==> src/mr0_pkg.sv <==
// Purpose: Shared constants, field layout and carrier types for the mode register zero bank
// Assumes: One 200 MHz clock; command pins are sampled once per clock
// Notes: Encodings of burst length, CAS latency and write recovery live here only
package mode_pkg;

  // Burst length field encodings
  localparam logic [1:0] BL_FIXED_EIGHT = 2'h0;
  localparam logic [1:0] BL_ON_THE_FLY = 2'h1;
  localparam logic [1:0] BL_FIXED_CHOP = 2'h2;

  // Bank address that selects this register
  localparam logic [2:0] BA_MODE_ZERO = 3'h0;

  // No defined contents after power-up; zero is chosen for determinism
  localparam logic [15:0] MODE_RESET = 16'h0000;
  localparam logic [15:0] DLL_RESET_MASK = 16'h0100;

  // Command pin positions
  localparam int CHOP_SEL_BIT = 12;
  localparam int AUTO_PRE_BIT = 10;

  // CAS latency code offset in clocks
  localparam logic [4:0] CL_OFFSET = 5'h04;

  // Burst engine timing, in clocks of the burst
  localparam logic [1:0] BURST_LAST_CLK = 2'h3;
  localparam logic [1:0] CHOP_LAST_CLK = 2'h1;
  localparam logic [1:0] CHOP_DATA_CLKS = 2'h2;
  localparam int LAT_PIPE = 2;

  // Idle pin level: clock enable low, all active-low strobes high
  localparam logic [23:0] PINS_IDLE = 24'h780000;

  typedef struct packed {
    logic cke;
    logic cs_n;
    logic ras_n;
    logic cas_n;
    logic we_n;
    logic [2:0] ba;
    logic [15:0] addr;
  } pins_t;

  typedef struct packed {
    logic [2:0] reserved_field;
    logic ppd_fast_exit;
    logic [2:0] wr_code;
    logic dll_reset;
    logic test_mode;
    logic [2:0] cl_code;
    logic burst_type;
    logic cl_low;
    logic [1:0] burst_len;
  } mode_t;

  typedef struct packed {
    logic valid;
    logic is_write;
    logic chop;
    logic auto_pre;
    logic [2:0] col;
  } cmd_rec_t;

  typedef struct packed {
    logic [2:0] col1;
    logic [2:0] col0;
  } beat_pair_t;

  function automatic logic [4:0] wr_decode(input logic [2:0] code);
    case (code)
      3'h1: wr_decode = 5'h05;
      3'h2: wr_decode = 5'h06;
      3'h3: wr_decode = 5'h07;
      3'h4: wr_decode = 5'h08;
      3'h5: wr_decode = 5'h0A;
      3'h6: wr_decode = 5'h0C;
      default: wr_decode = 5'h10;
    endcase
  endfunction

  function automatic logic [4:0] cl_decode(input logic [2:0] code);
    cl_decode = {2'h0, code} + CL_OFFSET;
  endfunction

endpackage
==> src/burst_order_map.sv <==
// Purpose: Column of one beat within a burst from start column, burst type and beat number
// Assumes: Purely combinational; caller masks beats that are not driven
// Notes: Sequential wraps inside the nibble, interleaved is a plain XOR
`timescale 1ns/1ps
module burst_order_map (
  // Burst position
  input wire logic [2:0] start_col,
  input wire logic interleaved,
  input wire logic [2:0] beat,
  // Resulting column
  output logic [2:0] col
);

  logic [1:0] wrap_low;

  assign wrap_low = start_col[1:0] + beat[1:0];
  assign col = interleaved ? (start_col ^ beat) : {start_col[2] ^ beat[2], wrap_low};

endmodule

==> src/mr0_bank.sv <==
// Purpose: Mode register zero of a DDR3 device and the burst, latency and recovery it sets
// Assumes: Pins arrive from outside and are synchronised; AL, CWL and tRP come from elsewhere
// Notes: Two beats per clock, four clocks per full burst; data path itself is outside
//
// Summary of operation
// - Load only on mode register set: CS, RAS, CAS, WE and bank bits low.
// - Write recovery plus row precharge sets auto-precharge write to activate interval.
// - Write recovery code comes from address bits 9 to 11.
// - Address bit 3 selects sequential (0) or interleaved (1) read beat order.
// - Address bits 0 and 1 pick fixed chop, fixed eight, or per-command.
// - Per-command mode samples address bit 12 at each read or write.
// - Sequential eight-beat read wraps inside starting nibble, then the other nibble.
// - Interleaved eight-beat read orders beat n as start column XOR n.
// - Chopped read gives four beats; outputs stay off for remaining slots.
// - Chopped write uses column bit 2 only, ascending; last four slots ignored.
// - Eight-beat write ignores all three column bits and stores beats ascending from column zero.
// - Fixed chop starts write recovery two clocks earlier; per-command chop does not.
// - CAS latency is whole clocks from internal read to first data.
// - First read data appears at additive latency plus CAS latency.
// - DLL reset bit clears itself once the reset has been issued.
`timescale 1ns/1ps
module sdram_mode_register_zero #(
  parameter int SLOT_AW = 5
) (
  // Clock and reset
  input wire logic sys_clk,
  input wire logic arst_n,
  // Command and address pins
  input wire mode_pkg::pins_t pins,
  // Latencies held by the other mode registers
  input wire logic [3:0] al_cycles,
  input wire logic [3:0] cwl_cycles,
  input wire logic [4:0] trp_cycles,
  // Register contents and decoded values
  output mode_pkg::mode_t mode_ff,
  output logic [4:0] cl_cycles_ff,
  output logic [4:0] wr_cycles_ff,
  output logic dll_reset_pulse_ff,
  // Burst data slots
  output logic rd_oe_ff,
  output logic wr_take_ff,
  output mode_pkg::beat_pair_t beat_pair_ff,
  // Recovery timing
  output logic wtr_start_ff,
  output logic act_block_ff
);

  localparam int SLOT_DEPTH = 2 ** SLOT_AW;

  mode_pkg::pins_t pin_meta_ff;
  mode_pkg::pins_t pin_ff;
  mode_pkg::mode_t mrs_word;
  mode_pkg::cmd_rec_t new_rec;
  mode_pkg::cmd_rec_t fire_rec;
  mode_pkg::cmd_rec_t cur_ff;
  mode_pkg::cmd_rec_t slot_mem [SLOT_DEPTH];
  logic cmd_sel;
  logic mrs_hit;
  logic rd_cmd;
  logic wr_cmd;
  logic fire;
  logic [2:0] fire_col;
  logic [5:0] lat_sum;
  logic [SLOT_AW-1:0] now_ff;
  logic [SLOT_AW-1:0] sched_idx;
  logic [1:0] clk_ff;
  logic active_ff;
  logic data_clk;
  logic [2:0] map_start;
  logic map_il;
  logic [2:0] lane_col [2];
  logic rec_point;
  logic [5:0] dal_total;
  logic [5:0] dal_cnt_ff;
  logic [15:0] kept_bits;
  logic [2:0] wr_code_now;

  // Pins come from another chip; two stages before any decode
  always_ff @(posedge sys_clk or negedge arst_n) begin
    if (!arst_n) begin
      pin_meta_ff <= mode_pkg::PINS_IDLE;
      pin_ff <= mode_pkg::PINS_IDLE;
    end else begin
      pin_meta_ff <= pins;
      pin_ff <= pin_meta_ff;
    end
  end

  assign cmd_sel = pin_ff.cke && !pin_ff.cs_n;
  assign mrs_hit = cmd_sel && !pin_ff.ras_n && !pin_ff.cas_n && !pin_ff.we_n &&
                   (pin_ff.ba == mode_pkg::BA_MODE_ZERO);
  assign rd_cmd = cmd_sel && pin_ff.ras_n && !pin_ff.cas_n && pin_ff.we_n;
  assign wr_cmd = cmd_sel && pin_ff.ras_n && !pin_ff.cas_n && !pin_ff.we_n;
  assign mrs_word = mode_pkg::mode_t'(pin_ff.addr);
  assign wr_code_now = mrs_word.wr_code;

  // DLL reset self-clear; a new load in the same cycle wins
  always_ff @(posedge sys_clk or negedge arst_n) begin
    if (!arst_n) begin
      mode_ff <= mode_pkg::MODE_RESET;
    end else if (mrs_hit) begin
      mode_ff <= mrs_word;
    end else begin
      mode_ff.dll_reset <= 1'b0;
    end
  end

  always_ff @(posedge sys_clk or negedge arst_n) begin
    if (!arst_n) begin
      cl_cycles_ff <= 5'h00;
      wr_cycles_ff <= 5'h00;
      dll_reset_pulse_ff <= 1'b0;
    end else begin
      dll_reset_pulse_ff <= mrs_hit && mrs_word.dll_reset;
      if (mrs_hit) begin
        cl_cycles_ff <= mode_pkg::cl_decode(mrs_word.cl_code);
        wr_cycles_ff <= mode_pkg::wr_decode(mrs_word.wr_code);
      end
    end
  end

  // per-command chop from address bit 12
  always_comb begin
    new_rec.valid = 1'b1;
    new_rec.is_write = wr_cmd;
    new_rec.auto_pre = pin_ff.addr[mode_pkg::AUTO_PRE_BIT];
    new_rec.col = pin_ff.addr[2:0];
    new_rec.chop = (mode_ff.burst_len == mode_pkg::BL_FIXED_CHOP) ||
                   ((mode_ff.burst_len == mode_pkg::BL_ON_THE_FLY) &&
                    !pin_ff.addr[mode_pkg::CHOP_SEL_BIT]);
  end

  // read latency is AL plus CL
  assign lat_sum = wr_cmd ? ({2'h0, al_cycles} + {2'h0, cwl_cycles}) :
                            ({2'h0, al_cycles} + {1'b0, cl_cycles_ff});
  // Scheduled early by the engine's own pipeline depth
  assign sched_idx = now_ff + lat_sum[SLOT_AW-1:0] - SLOT_AW'(mode_pkg::LAT_PIPE);

  always_ff @(posedge sys_clk or negedge arst_n) begin
    if (!arst_n) begin
      now_ff <= '0;
    end else begin
      now_ff <= now_ff + SLOT_AW'(1);
    end
  end

  // Time wheel: each slot holds the command that starts its burst then.
  // Two commands landing on one slot is a controller spacing fault; the later wins.
  always_ff @(posedge sys_clk or negedge arst_n) begin
    if (!arst_n) begin
      for (int i = 0; i < SLOT_DEPTH; i++) begin
        slot_mem[i] <= '0;
      end
    end else begin
      slot_mem[now_ff].valid <= 1'b0;
      if (rd_cmd || wr_cmd) begin
        slot_mem[sched_idx] <= new_rec;
      end
    end
  end

  assign fire_rec = slot_mem[now_ff];
  assign fire = fire_rec.valid;
  assign fire_col = fire_rec.col;

  // A new burst may cut in seamlessly at four-clock spacing
  always_ff @(posedge sys_clk or negedge arst_n) begin
    if (!arst_n) begin
      cur_ff <= '0;
      clk_ff <= 2'h0;
      active_ff <= 1'b0;
    end else if (fire) begin
      cur_ff <= fire_rec;
      clk_ff <= 2'h0;
      active_ff <= 1'b1;
    end else if (active_ff) begin
      clk_ff <= clk_ff + 2'h1;
      if (clk_ff == mode_pkg::BURST_LAST_CLK) begin
        active_ff <= 1'b0;
      end
    end
  end

  // burst type steers read order only
  // chopped write start at nibble base
  // full write always from column zero
  always_comb begin
    if (cur_ff.is_write) begin
      map_start = cur_ff.chop ? {cur_ff.col[2], 2'h0} : 3'h0;
      map_il = 1'b0;
    end else begin
      map_start = cur_ff.col;
      map_il = mode_ff.burst_type;
    end
  end

  for (genvar g = 0; g < 2; g++) begin : g_lane
    burst_order_map u_map (
      .start_col(map_start),
      .interleaved(map_il),
      .beat({clk_ff, 1'(g)}),
      .col(lane_col[g])
    );
  end

  // chopped bursts leave the last two clocks undriven
  assign data_clk = active_ff && (!cur_ff.chop || (clk_ff < mode_pkg::CHOP_DATA_CLKS));

  always_ff @(posedge sys_clk or negedge arst_n) begin
    if (!arst_n) begin
      rd_oe_ff <= 1'b0;
      wr_take_ff <= 1'b0;
      beat_pair_ff <= '0;
    end else begin
      rd_oe_ff <= data_clk && !cur_ff.is_write;
      wr_take_ff <= data_clk && cur_ff.is_write;
      beat_pair_ff <= {lane_col[1], lane_col[0]};
    end
  end

  // fixed chop ends the internal write two clocks sooner
  assign rec_point = active_ff && cur_ff.is_write &&
                     (clk_ff == ((mode_ff.burst_len == mode_pkg::BL_FIXED_CHOP) ?
                                 mode_pkg::CHOP_LAST_CLK : mode_pkg::BURST_LAST_CLK));
  assign dal_total = {1'b0, wr_cycles_ff} + {1'b0, trp_cycles};

  // activation held off for WR plus tRP
  always_ff @(posedge sys_clk or negedge arst_n) begin
    if (!arst_n) begin
      wtr_start_ff <= 1'b0;
      dal_cnt_ff <= 6'h00;
      act_block_ff <= 1'b0;
    end else begin
      wtr_start_ff <= rec_point;
      if (rec_point && cur_ff.auto_pre) begin
        dal_cnt_ff <= dal_total;
        act_block_ff <= 1'b1;
      end else if (dal_cnt_ff != 6'h00) begin
        dal_cnt_ff <= dal_cnt_ff - 6'h01;
        act_block_ff <= (dal_cnt_ff != 6'h01);
      end
    end
  end

  assign kept_bits = mode_ff & ~mode_pkg::DLL_RESET_MASK;
endmodule

==> config.mk <==
export PLATFORM = sky130hd
export DESIGN_NAME = sdram_mode_register_zero
export DESIGN_NICKNAME = d
export VERILOG_FILES = /design/src/mr0_pkg.sv /design/src/burst_order_map.sv /design/src/mr0_bank.sv
export SDC_FILE = /design/constraint.sdc
export NUM_CORES = 1
export LEC_CHECK = 0
export BUFFER_PORTS_ARGS = -buffer_cell sky130_fd_sc_hd__buf_2
export CORE_MARGIN = 4
export CORE_UTILIZATION = 68
export CTS_BUF_LIST = sky130_fd_sc_hd__clkbuf_4
export DETAILED_ROUTE_END_ITERATION = 7
export PLACE_DENSITY_LB_ADDON = 0.15
export SYNTH_ARGS = -nofsm -noshare
export SYNTH_HDL_FRONTEND = slang
export SYNTH_HIERARCHICAL = 1
export SYNTH_SLANG_ARGS = --single-unit
==> constraint.sdc <==
create_clock -name sys_clk -period 12.2 [get_ports sys_clk]
set_clock_uncertainty 0.2 [all_clocks]
set_input_delay 1.83 -clock sys_clk [delete_from_list [all_inputs] [get_ports sys_clk]]
set_output_delay 1.83 -clock sys_clk [all_outputs]
set_load 0.02 [all_outputs]
==> impl_results.md, run 1 <==
* Status: completed
* I/O pin total at 76
* Root Driver: clkbuf_4
* Post-DP Area at 15,000 um2
* R2R depth at 15
* P&R area growth vs syn at 10.1%
* Post-Route WL at 34,800 um
* Dpl cells at 1,431
* Fin crit share at 0.474
* Worst-path fanout max at 23
* Worst rel slew slack at 0.239
* Initial DRC Count at 859
* Chip Width at 154 um
* Min-Delay Startpoint: pin_meta_ff[1]
* DR vias/cell at 6.26
* Post-synth top cells: 316 x dfrtp_1, 185 x mux2_2, 116 x mux2i_1
* Drt first pass iters at 5
* Yosys synthesis warning count at 6
* IO Port Bufs at 74
* Crit path time final at 5.79 ns
* Top FF cell, synth: dfrtp_1
* Power per cell area at 168 nW/um2
* Least-Margin Pin Slew at 1.14 ns
* CP peak stage delay at 0.96 ns
* Synth cell types at 52
* Fin. Hold Viols at 0
* F_max at 173 MHz
* Hold Path Stages at 0
* Post_cts resized at 0
* DRC Markers at 0
* Post-CTS Setup Inserts at 0
* Post-Syn Instances at 1,139
* Most used cell, CP: ha_1
* CP required at 12.55 ns
* Most common cell in the netlist: dfrtp_1
* Remaining antenna violation count at 0
* Total GRT Usage at 0.300
* Critical path class: reg2reg
* Dominant cells by area after synthesis: dfrtp_1 55%, mux2_2 14%, mux2i_1 8.0%, o22ai_1 2.8%, ha_1 2.2%
* Fin cells at 1,565
* RSZ-0062 raised after global routing: false
* Filler instances at 1,400
* CP max stage cell: xor3_1
* Critical path arrival at 6.14 ns
* Final nets at 1,306
* Max VDD drop at 0.000115 V
* Syn Std Cell Area at 14,500 um2
* Avg Cell Area, Syn at 12.7 um2
* Final setup viols at 0
* Share of layout cells above drive strength 1 at 0.322
* Setup tns final at 0 ns
* Critical path buffers and inverters at 2
* Synth area leader: dfrtp_1
* Complex-gate fraction of the synthesized area at 0.0656
* Post-DP HPWL at 23,000 um
* Clk Latency, worst-skew pair at 0.69 ns
* Critical Path End Type: flop
* Simple-Gate Fraction of Synth Area at 0.0795
* Vias in the first global route at 10,100
* Initial Util at 0.690
* Yosys reg bits at 324
* Post-synth top area share at 0.545
* Hold Path Class: reg2reg
* RR Endpoint: slot_mem[203]
* Crit-path cells: nor4b_1, and2_1, mux2_2, ha_1, inv_1, fa_1, xor2_1, ha_1, inv_1, ha_1, a21o_1, a21oi_1, xor3_1, nand3_1, mux2_2
* Leakage power at 8.62 nW
* GRT overflow at 0
* Max-slew violation count at 0
* Largest net degree at the start of global routing at 113
* Fin worst setup slack at 6.41 ns
* Worst R2R Start: pin_ff[19]
* Max-Cap Viols at 0
* H-tree depth at 3
* CTS Sinks at 324
* Full die area at 23,700 um2
* WL per Instance at 22.2 um
* CTS Buf Count at 80
* Hold Buf Count CTS at 0
* Vias at 9,801
* Overall Power at 2.68 mW
* CP top delay family: simple AND/OR/NAND/NOR gates
* Num rows at 53
* CTS max path bufs at 3
* Clock transition at path regs at 0.06 ns
* Worst slack at placement at 6.11 ns
* Number of antenna violations at the first check in global routing at 3
* Mux contribution to synthesized area at 0.224
* Sequential area share after synthesis at 0.560
* Die height at 154 um
* Flop2flop setup slack at 6.41 ns
* Post-synth EDFFs at 0
* Final Instance Area at 16,000 um2
* Critical path startpoint category: flop
* Core area at 21,000 um2
* CTS tree: yes
* Adder-cell share of the synthesized area at 0.0266
* XOR/XNOR share of the synthesized area at 0.0160
* Main combinational cell family by area after synthesis: multiplexers
* Post-synthesis async set-or-reset flop share at 1.00
* Placer's final routability congestion estimate at 1.02
* Min-Delay Endpoint: mrs_word[1]
* First-pass GRT wire length at 55,900 um
## report_power, final
| group | internal (mW) | leakage [nW] | total (mW) | switching (mW) |
|---|---|---|---|---|
| Clock | 0.431 | 0.556 | 0.846 | 0.416 |
| Sequential | 1.22 | 4.28 | 1.30 | 0.0852 |
| Combinational | 0.203 | 3.79 | 0.525 | 0.322 |
## per-stage QoR
stage / utilization / hold slack (ns)
after floorplan: - / 0.131
after global placement: 0.715 / 0.132
after detailed placement: 0.715 / 0.135
after CTS: 0.760 / 0.145
after global routing: 0.760 / 0.146
final: 0.760 / 0.142
## worst reg2reg max path, cell delays in order, from the launching register on
cell and delay [ns]:
dfstp_2 0.36, nor4b_1 0.63, and2_1 0.45, mux2_2 0.23, ha_1 0.15, inv_1 0.05, fa_1 0.41, xor2_1 0.18
ha_1 0.27, inv_1 0.06, ha_1 0.30, a21o_1 0.18, a21oi_1 0.25, xor3_1 0.96, nand3_1 0.55, mux2_2 0.43
## registers in the layout, summed over array words and instances, names as in the netlist
signal,flops
cur_ff,6
cl_cycles_ff,1
act_block_ff,1
dll_reset_pulse_ff,1
dal_cnt_ff,6
clk_ff,2
pin_meta_ff,24
pin_ff,8
wr_take_ff,1
active_ff,1
mrs_word,16
mode_ff,15
wtr_start_ff,1
wr_cycles_ff,5
beat_pair_ff,6
now_ff,5
rd_oe_ff,1
slot_mem,224
## per-layer routing
metal / GRT usage / wire length, um / vias up
met3: 0.0718 / 2950 / 107
met4: 0.136 / 1520 / 4
li1: - / - / 4329
met2: 0.462 / 16200 / 456
met1: 0.410 / 14000 / 4905
met5: 0 / 32 / -
## cell usage in the layout (no fill, tap or decap), types with 4 or more instances in the layout
cell type,instances
mux2_2,185
nand2_1,83
clkbuf_4,108
and2_1,6
dfstp_2,8
nor3_2,9
inv_1,33
nor2b_1,10
nand4_1,5
nor3_1,8
ha_1,26
and3_1,4
nand2b_1,4
xor2_1,9
nor2_1,15
a21oi_1,10
nand4bb_1,4
or4b_2,4
xnor2_1,12
clkinv_1,19
nor4_1,16
nand3_1,27
o22ai_1,66
nand4b_1,4
mux2i_1,116
buf_2,73
buf_4,9
o2bb2ai_1,16
dfrtp_1,315
o21ai_0,31
a21o_1,18
## how the worst max path moves through the flow
stage,cells past startpoint,endpoint,slack (ns),startpoint
after floorplan,14,slot_mem[56],6.93,cwl_cycles[0]
after global placement,14,slot_mem[140],6.24,cwl_cycles[0]
after detailed placement,14,slot_mem[148],6.11,cwl_cycles[0]
after CTS,15,slot_mem[148],6.48,pin_ff[19]
after global routing,15,slot_mem[148],6.10,pin_ff[19]
final,15,slot_mem[203],6.41,pin_ff[19]
## final cells by class
class / count / area [um2] / share of cell area
sequential: 324 / 8120 / 0.509
multi-input combinational: 715 / 5990 / 0.375
clock buffer: 108 / 811 / 0.0508
timing repair buffer: 83 / 448 / 0.0280
tap: 275 / 344 / 0.0215
clock inverter: 25 / 129 / 0.00807
inverter: 34 / 128 / 0.00799
antenna: 1 / 2.50 / 0.000157
## cell families after synthesis
| kind of cell | Yosys count |
|---|---|
| and+or+nand+nor | 211 |
| AOI/OAI and AO/OA | 148 |
| muxes | 301 |
| adders and majority gates | 29 |
| DFF | 324 |
| other | 2 |
| buffers and inverters | 101 |
| xor gates and xnor gates | 23 |
Power figures use the tool's default switching activity.
==> inputs of run 2 (changes only) <==
- ABC_AREA: default -> 1
- CORE_UTILIZATION: 68 -> 64
- clock period: 12.2 -> 5.9 ns (I/O delays scaled with it)
==> run 2 against run 1 <==
Register-to-register slack worse by 5.4 ns. Non-clock buffer count up 23. Synthesized cell count up 65%. Sequential power rose by 110%. Wire length increased by 22%.
==> impl_results.md, run 2 <==
* Status: completed
* CTS Buf Count at 84
* Drt first pass iters at 8
* DR vias/cell at 5.94
* Vias at 13,900
* Yosys reg bits at 324
* Max VDD drop at 0.000235 V
* Final Instance Area at 17,700 um2
* RSZ-0062 raised after global routing: false
* Dominant cells by area after synthesis: dfrtp_1 48%, nand2_1 13%, nand4_1 6.0%, o21ai_0 5.6%, nor2_1 4.2%
* First-pass GRT wire length at 69,700 um
* Post-DP HPWL at 25,200 um
* Max-Cap Viols at 0
* Finished Core Util at 0.698
* WL per Instance at 18.2 um
* Initial Util at 0.654
* Overall Power at 6.21 mW
* Core area at 25,300 um2
* Yosys synthesis warning count at 6
* Worst rel slew slack at 0.331
* Post-synthesis async set-or-reset flop share at 1.00
* H-tree depth at 3
* Commonest non-fill, non-tap cell in the layout: nand2_1
* Post_cts resized at 0
* Remaining antenna violation count at 0
* DRC Markers at 0
* Critical path startpoint category: flop
* Largest reg by FF count: slot_mem
* Fin. Hold Viols at 0
* I/O pin total at 76
* R2R depth at 17
* Setup tns final at 0 ns
* Post-synth top area share at 0.478
* Flop2flop setup slack at 1.00 ns
* Avg Cell Area, Syn at 8.79 um2
* Most used cell, CP: inv_1
* WHS at 0.0289 ns
* Vias in the first global route at 13,600
* CP peak stage delay at 0.54 ns
* CTS tree: yes
* Share of layout cells above drive strength 1 at 0.162
* Leakage power at 9.23 nW
* Top FF cell, synth: dfrtp_1
* Chip Width at 169 um
* CP top delay family: adder cells
* Critical path arrival at 5.28 ns
* Post-synth EDFFs at 0
* Number of flip-flops in the largest register at 224
* CP max stage cell: nor4_2
* Crit-path cells: inv_1, nor4_2, nand2_1, o21ai_0, ha_1, inv_1, fa_1, ha_1, inv_1, ha_1, fa_1, buf_4, inv_1, nor2_8, nand3_4, nand2_1, nand2_1
* Worst setup path endpoint: slot_mem[194]
* Total GRT Usage at 0.301
* Worst R2R Start: pin_ff[21]
* Placer's final routability congestion estimate at 0.879
* Post-Syn Instances at 1,883
* Least-Margin Pin Slew at 1.00 ns
* Power per cell area at 351 nW/um2
* Root Driver: clkbuf_4
* Critical path buffers and inverters at 5
* Largest net degree at the start of global routing at 114
* Critical path class: reg2reg
* Most common cell in the netlist: nand2_1
* Commonest cells after routing, fill and taps aside: 590 x nand2_1, 311 x dfrtp_1, 184 x o21ai_0, 183 x nor2_1, 159 x nand4_1
* Crit path time final at 4.90 ns
* Final setup viols at 0
* Fin crit share at 0.830
* IO Port Bufs at 74
* CTS max path bufs at 3
* GRT overflow at 0
* Number of antenna violations at the first check in global routing at 2
* Sequential area share after synthesis at 0.490
* Die height at 169 um
* Critical Path End Type: flop
* P&R area growth vs syn at 6.77%
* Final nets at 2,011
* Initial DRC Count at 1,327
* Crit path from: pin_ff[21]
* Clk Latency, worst-skew pair at 0.76 ns
* Hold Path Class: in2async
* Num rows at 58
* Max-slew violation count at 0
* Post-synth top cells: 591 x nand2_1, 316 x dfrtp_1, 186 x nor2_1
* Post-DP Area at 16,500 um2
* CP required at 6.28 ns
* Clock transition at path regs at 0.07 ns
* RR Endpoint: slot_mem[194]
* Full die area at 28,500 um2
* Worst-path fanout max at 28
* Syn Std Cell Area at 16,600 um2
* F_max at 204 MHz
* Post-Route WL at 42,400 um
* Synth cell types at 47
* CTS Sinks at 324
* Number of cells on the critical path at 17
* Synth area leader: dfrtp_1
==> run 2: routing by layer <==
layer	global-route usage	share of wire	vias up
li1	-	-	6419
met1	0.420	0.41	6719
met2	0.466	0.47	614
met3	0.0654	0.082	122
met4	0.118	0.029	2
met5	0	0.00031	-
==> run 2: cell type report <==
| cell class | instances | area [um2] |
|---|---|---|
| clock buffers | 130 | 976 |
| inverters | 84 | 318 |
| repair buffers | 106 | 716 |
| flip-flops and latches | 324 | 8130 |
| clock inverters | 17 | 97.6 |
| diodes | 2 | 5.00 |
| fillers | 2034 | 7650 |
| multi-input cells | 1343 | 7030 |
| well taps | 330 | 413 |
==> run 2: kinds of logic (layout without fill, tap and decap cells) <==
group | Yosys count | after routing | share of synthesized area
muxes | 1 | 1 | 0.000680
xor gates and xnor gates | 14 | 14 | 0.00786
adders and majority gates | 29 | 29 | 0.0233
other | 2 | 5 | 0.000454
DFF | 324 | 324 | 0.490
buffers and inverters | 217 | 337 | 0.0877
AOI/OAI and AO/OA | 247 | 247 | 0.0784
and+or+nand+nor | 1049 | 1049 | 0.311
==> run 2: worst reg2reg max path, stage by stage, from the launching register on <==
cell and delay, ns:
dfstp_2 0.53, inv_1 0.06, nor4_2 0.54, nand2_1 0.09, o21ai_0 0.10, ha_1 0.19, inv_1 0.06, fa_1 0.49
ha_1 0.30, inv_1 0.04, ha_1 0.23, fa_1 0.49, buf_4 0.24, inv_1 0.31, nor2_8 0.49, nand3_4 0.21
nand2_1 0.11, nand2_1 0.05
==> run 2: power breakdown <==
part / total [mW] / internal [mW] / switching, mW
clock network: 1.95 / 1.01 / 0.943
logic: 1.57 / 0.442 / 1.13
registers: 2.69 / 2.51 / 0.182
==> run 2: worst min path at each step <==
| stage | startpoint | endpoint | slack, ns | cells past startpoint |
|---|---|---|---|---|
| CTS | pins[16] | pin_meta_ff[16] | 0.0009 | 1 |
| global placement | pin_meta_ff[8] | mrs_word[8] | 0.13 | 0 |
| detailed placement | pin_meta_ff[7] | mrs_word[7] | 0.14 | 0 |
| floorplan | pin_meta_ff[0] | mrs_word[0] | 0.13 | 0 |
| global route | pins[15] | pin_meta_ff[15] | -0.002 | 1 |
| finish | arst_n | beat_pair_ff[4] | 0.03 | 1 |
==> run 2: repair_timing <==
item                      in CTS  in global routing
hold endpoints to repair       2                 11
buffers inserted               0                  0
hold buffers                   2                 11
==> run 2: through the flow <==
| stage | setup slack (ns) | cells |
|---|---|---|
| after floorplan | 1.43 | 1884 |
| after global routing | 0.612 | 2336 |
| after detailed placement | 1.05 | 2174 |
| after CTS | 0.982 | 2323 |
| after global placement | 1.16 | 2174 |
| final | 1.00 | 2336 |
==> inputs of run 3 (changes only) <==
- CORE_UTILIZATION: 64 -> 58
- clock period: 5.9 -> 4.2 ns (I/O delays scaled with it)
==> run 3 against run 2 <==
Global-route usage down 1.6 points. Hold slack better by 0.069 ns. Die area up 9.8%. Sequential power up 41%. Sequential share of layout area down 3.2 points. Combinational power up 93%. Critical endpoint is now slot_mem[175]. Largest cell class unchanged.
==> impl_results.md, run 3 (same netlist as run 2, synthesis figures left out) <==
* Status: completed
* Critical Path End Type: flop
* Critical path startpoint category: flop
* Commonest cells after routing, fill and taps aside: 529 x nand2_1, 311 x dfrtp_1, 183 x o21ai_0, 183 x nor2_1, 159 x nand4_1
* Critical path arrival at 4.52 ns
* Post-Route WL at 44,600 um
* Final setup viols at 0
* WL per Instance at 18.1 um
* Fin. Hold Viols at 0
* I/O pin total at 76
* Sw power at 3.36 mW
* DR vias/cell at 5.68
* Clock transition at path regs at 0.06 ns
* Full die area at 31,300 um2
* Initial DRC Count at 1,403
* Share of layout cells above drive strength 1 at 0.225
* Root Driver: clkbuf_4
* Comb power frac at 0.314
* Power per cell area at 507 nW/um2
* Drt first pass iters at 5
* Critical path buffers and inverters at 7
* Max VDD drop at 0.000322 V
* IO Port Bufs at 74
* Final nets at 2,094
* Clock network power share at 0.293
* Vias at 14,000
* Critical path class: reg2reg
* Remaining antenna violation count at 0
* Switching share of power at 0.349
* Placer's final routability congestion estimate at 0.854
* Largest reg by FF count: slot_mem
* CP top delay family: adder cells
* Post-DP HPWL at 26,500 um
* Fin cells at 2,469
* WL met2 at 21,000 um
* Commonest non-fill, non-tap cell in the layout: nand2_1
* Max-slew violation count at 0
* M1 WL at 19,400 um
* P&R area growth vs syn at 14.8%
* Number of flip-flops in the largest register at 224
* Share of power burned in registers at 0.393
* Vias in the first global route at 13,500
* Fin crit share at 0.978
* Chip Width at 177 um
* Core area at 27,900 um2
* CTS tree: yes
* Finished Core Util at 0.681
* Num rows at 61
* GRT overflow at 0
* Max-Cap Viols at 0
* Clk Latency, worst-skew pair at 0.76 ns
* H-tree depth at 3
* Die height at 177 um
* Largest net degree at the start of global routing at 121
* Least-Margin Pin Slew at 1.01 ns
* Worst-path fanout max at 7
* First-pass GRT wire length at 71,700 um
* Total GRT Usage at 0.286
* Met3 Wirelength at 3040 um
* Crit-path cells: inv_2, nand2_4, nor4_4, buf_4, buf_6, o21ai_2, ha_2, inv_2, fa_2, ha_4, inv_2, ha_4, fa_2, xnor2_2, buf_4, nand3_4, nor2_8, buf_12, nand3_4, nand2_2, nand2_1
* Dpl cells at 2,261
* CP max stage cell: dfstp_2
* F_max at 244 MHz
* Number of antenna violations at the first check in global routing at 1
* Initial Util at 0.593
* Hold Path Class: in2reg
* RSZ-0062 raised after global routing: true
* CTS Sinks at 324
* Int Pwr at 6.28 mW
* CP peak stage delay at 0.52 ns
* Worst rel slew slack at 0.325
* Crit path time final at 4.11 ns
* DRC Markers at 0
* CTS max path bufs at 3
* CP required at 4.61 ns
* Most used cell, CP: inv_2
* DR top layer: met5
* Leakage power at 9.77 nW
* CTS Buf Count at 86
==> run 3: timing repair <==
action / 4_1_cts / 5_1_grt
hold buffers: 25 / 0
resized for setup: 5 / 87
setup endpoints to repair: 172 / 222
gates cloned: 1 / 3
pin swaps: 5 / 32
hold endpoints to repair: 111 / 0
setup buffers: 3 / 23
==> run 3: cell type report <==
class / count / area (um2)
clock buffers: 133 / 998
clock inverters: 18 / 113
repair buffers: 187 / 1670
well taps: 378 / 473
multi-input cells: 1343 / 7310
inverters: 84 / 322
flip-flops and latches: 324 / 8130
fillers: 2300 / 8920
diodes: 2 / 5.00
==> run 3: worst paths after layout <==
check,start,end,slack (ns),cells past startpoint
max in group asynchronous,arst_n,pin_meta_ff[20],2.53,3
worst min-delay path,trp_cycles[0],dal_cnt_ff[0],0.1,4
worst min register to register,pin_meta_ff[11],mrs_word[11],0.14,0
worst max-delay path,pin_ff[22],slot_mem[175],0.09,21
worst max register to register,pin_ff[22],slot_mem[175],0.09,21
min in group asynchronous,arst_n,slot_mem[22],0.33,2
==> run 3: stage by stage <==
step                cell area, um2  hold WS (ns)  setup WS (ns)  total power [mW]  TNS [ns]
floorplan                    16600         0.131        -0.0355              5.75     -1.86
global placement             17000         0.131        0.00953              6.38         0
CTS                          18500        0.0707        0.00678              9.38         0
finish                       19000        0.0981         0.0940              9.64         0
detailed placement           17000         0.135        -0.0878              6.44     -4.84
global route                 19000        0.0929        -0.0813              10.2     -1.96
==> run 3: worst min-delay path, cell delays in order <==
cell	delay (ns)
buf_2	0.08
ha_1	0.14
o21ai_0	0.08
inv_1	0.05
==> run 3: layer usage <==
layer | track usage | vias up
li1 | - | 6600
met2 | 0.450 | 530
met4 | 0.102 | 2
met5 | 0 | -
met1 | 0.402 | 6793
met3 | 0.0502 | 95
==> run 3: power groups by stage <==
stage / Clock, mW / Combinational [mW] / Sequential [mW]
final: 2.82 / 3.03 / 3.79
after detailed placement: 0 / 2.61 / 3.82
after global routing: 3.05 / 3.29 / 3.83
after global placement: 0 / 2.56 / 3.82
after CTS: 2.88 / 2.73 / 3.77
after floorplan: 0 / 1.95 / 3.80
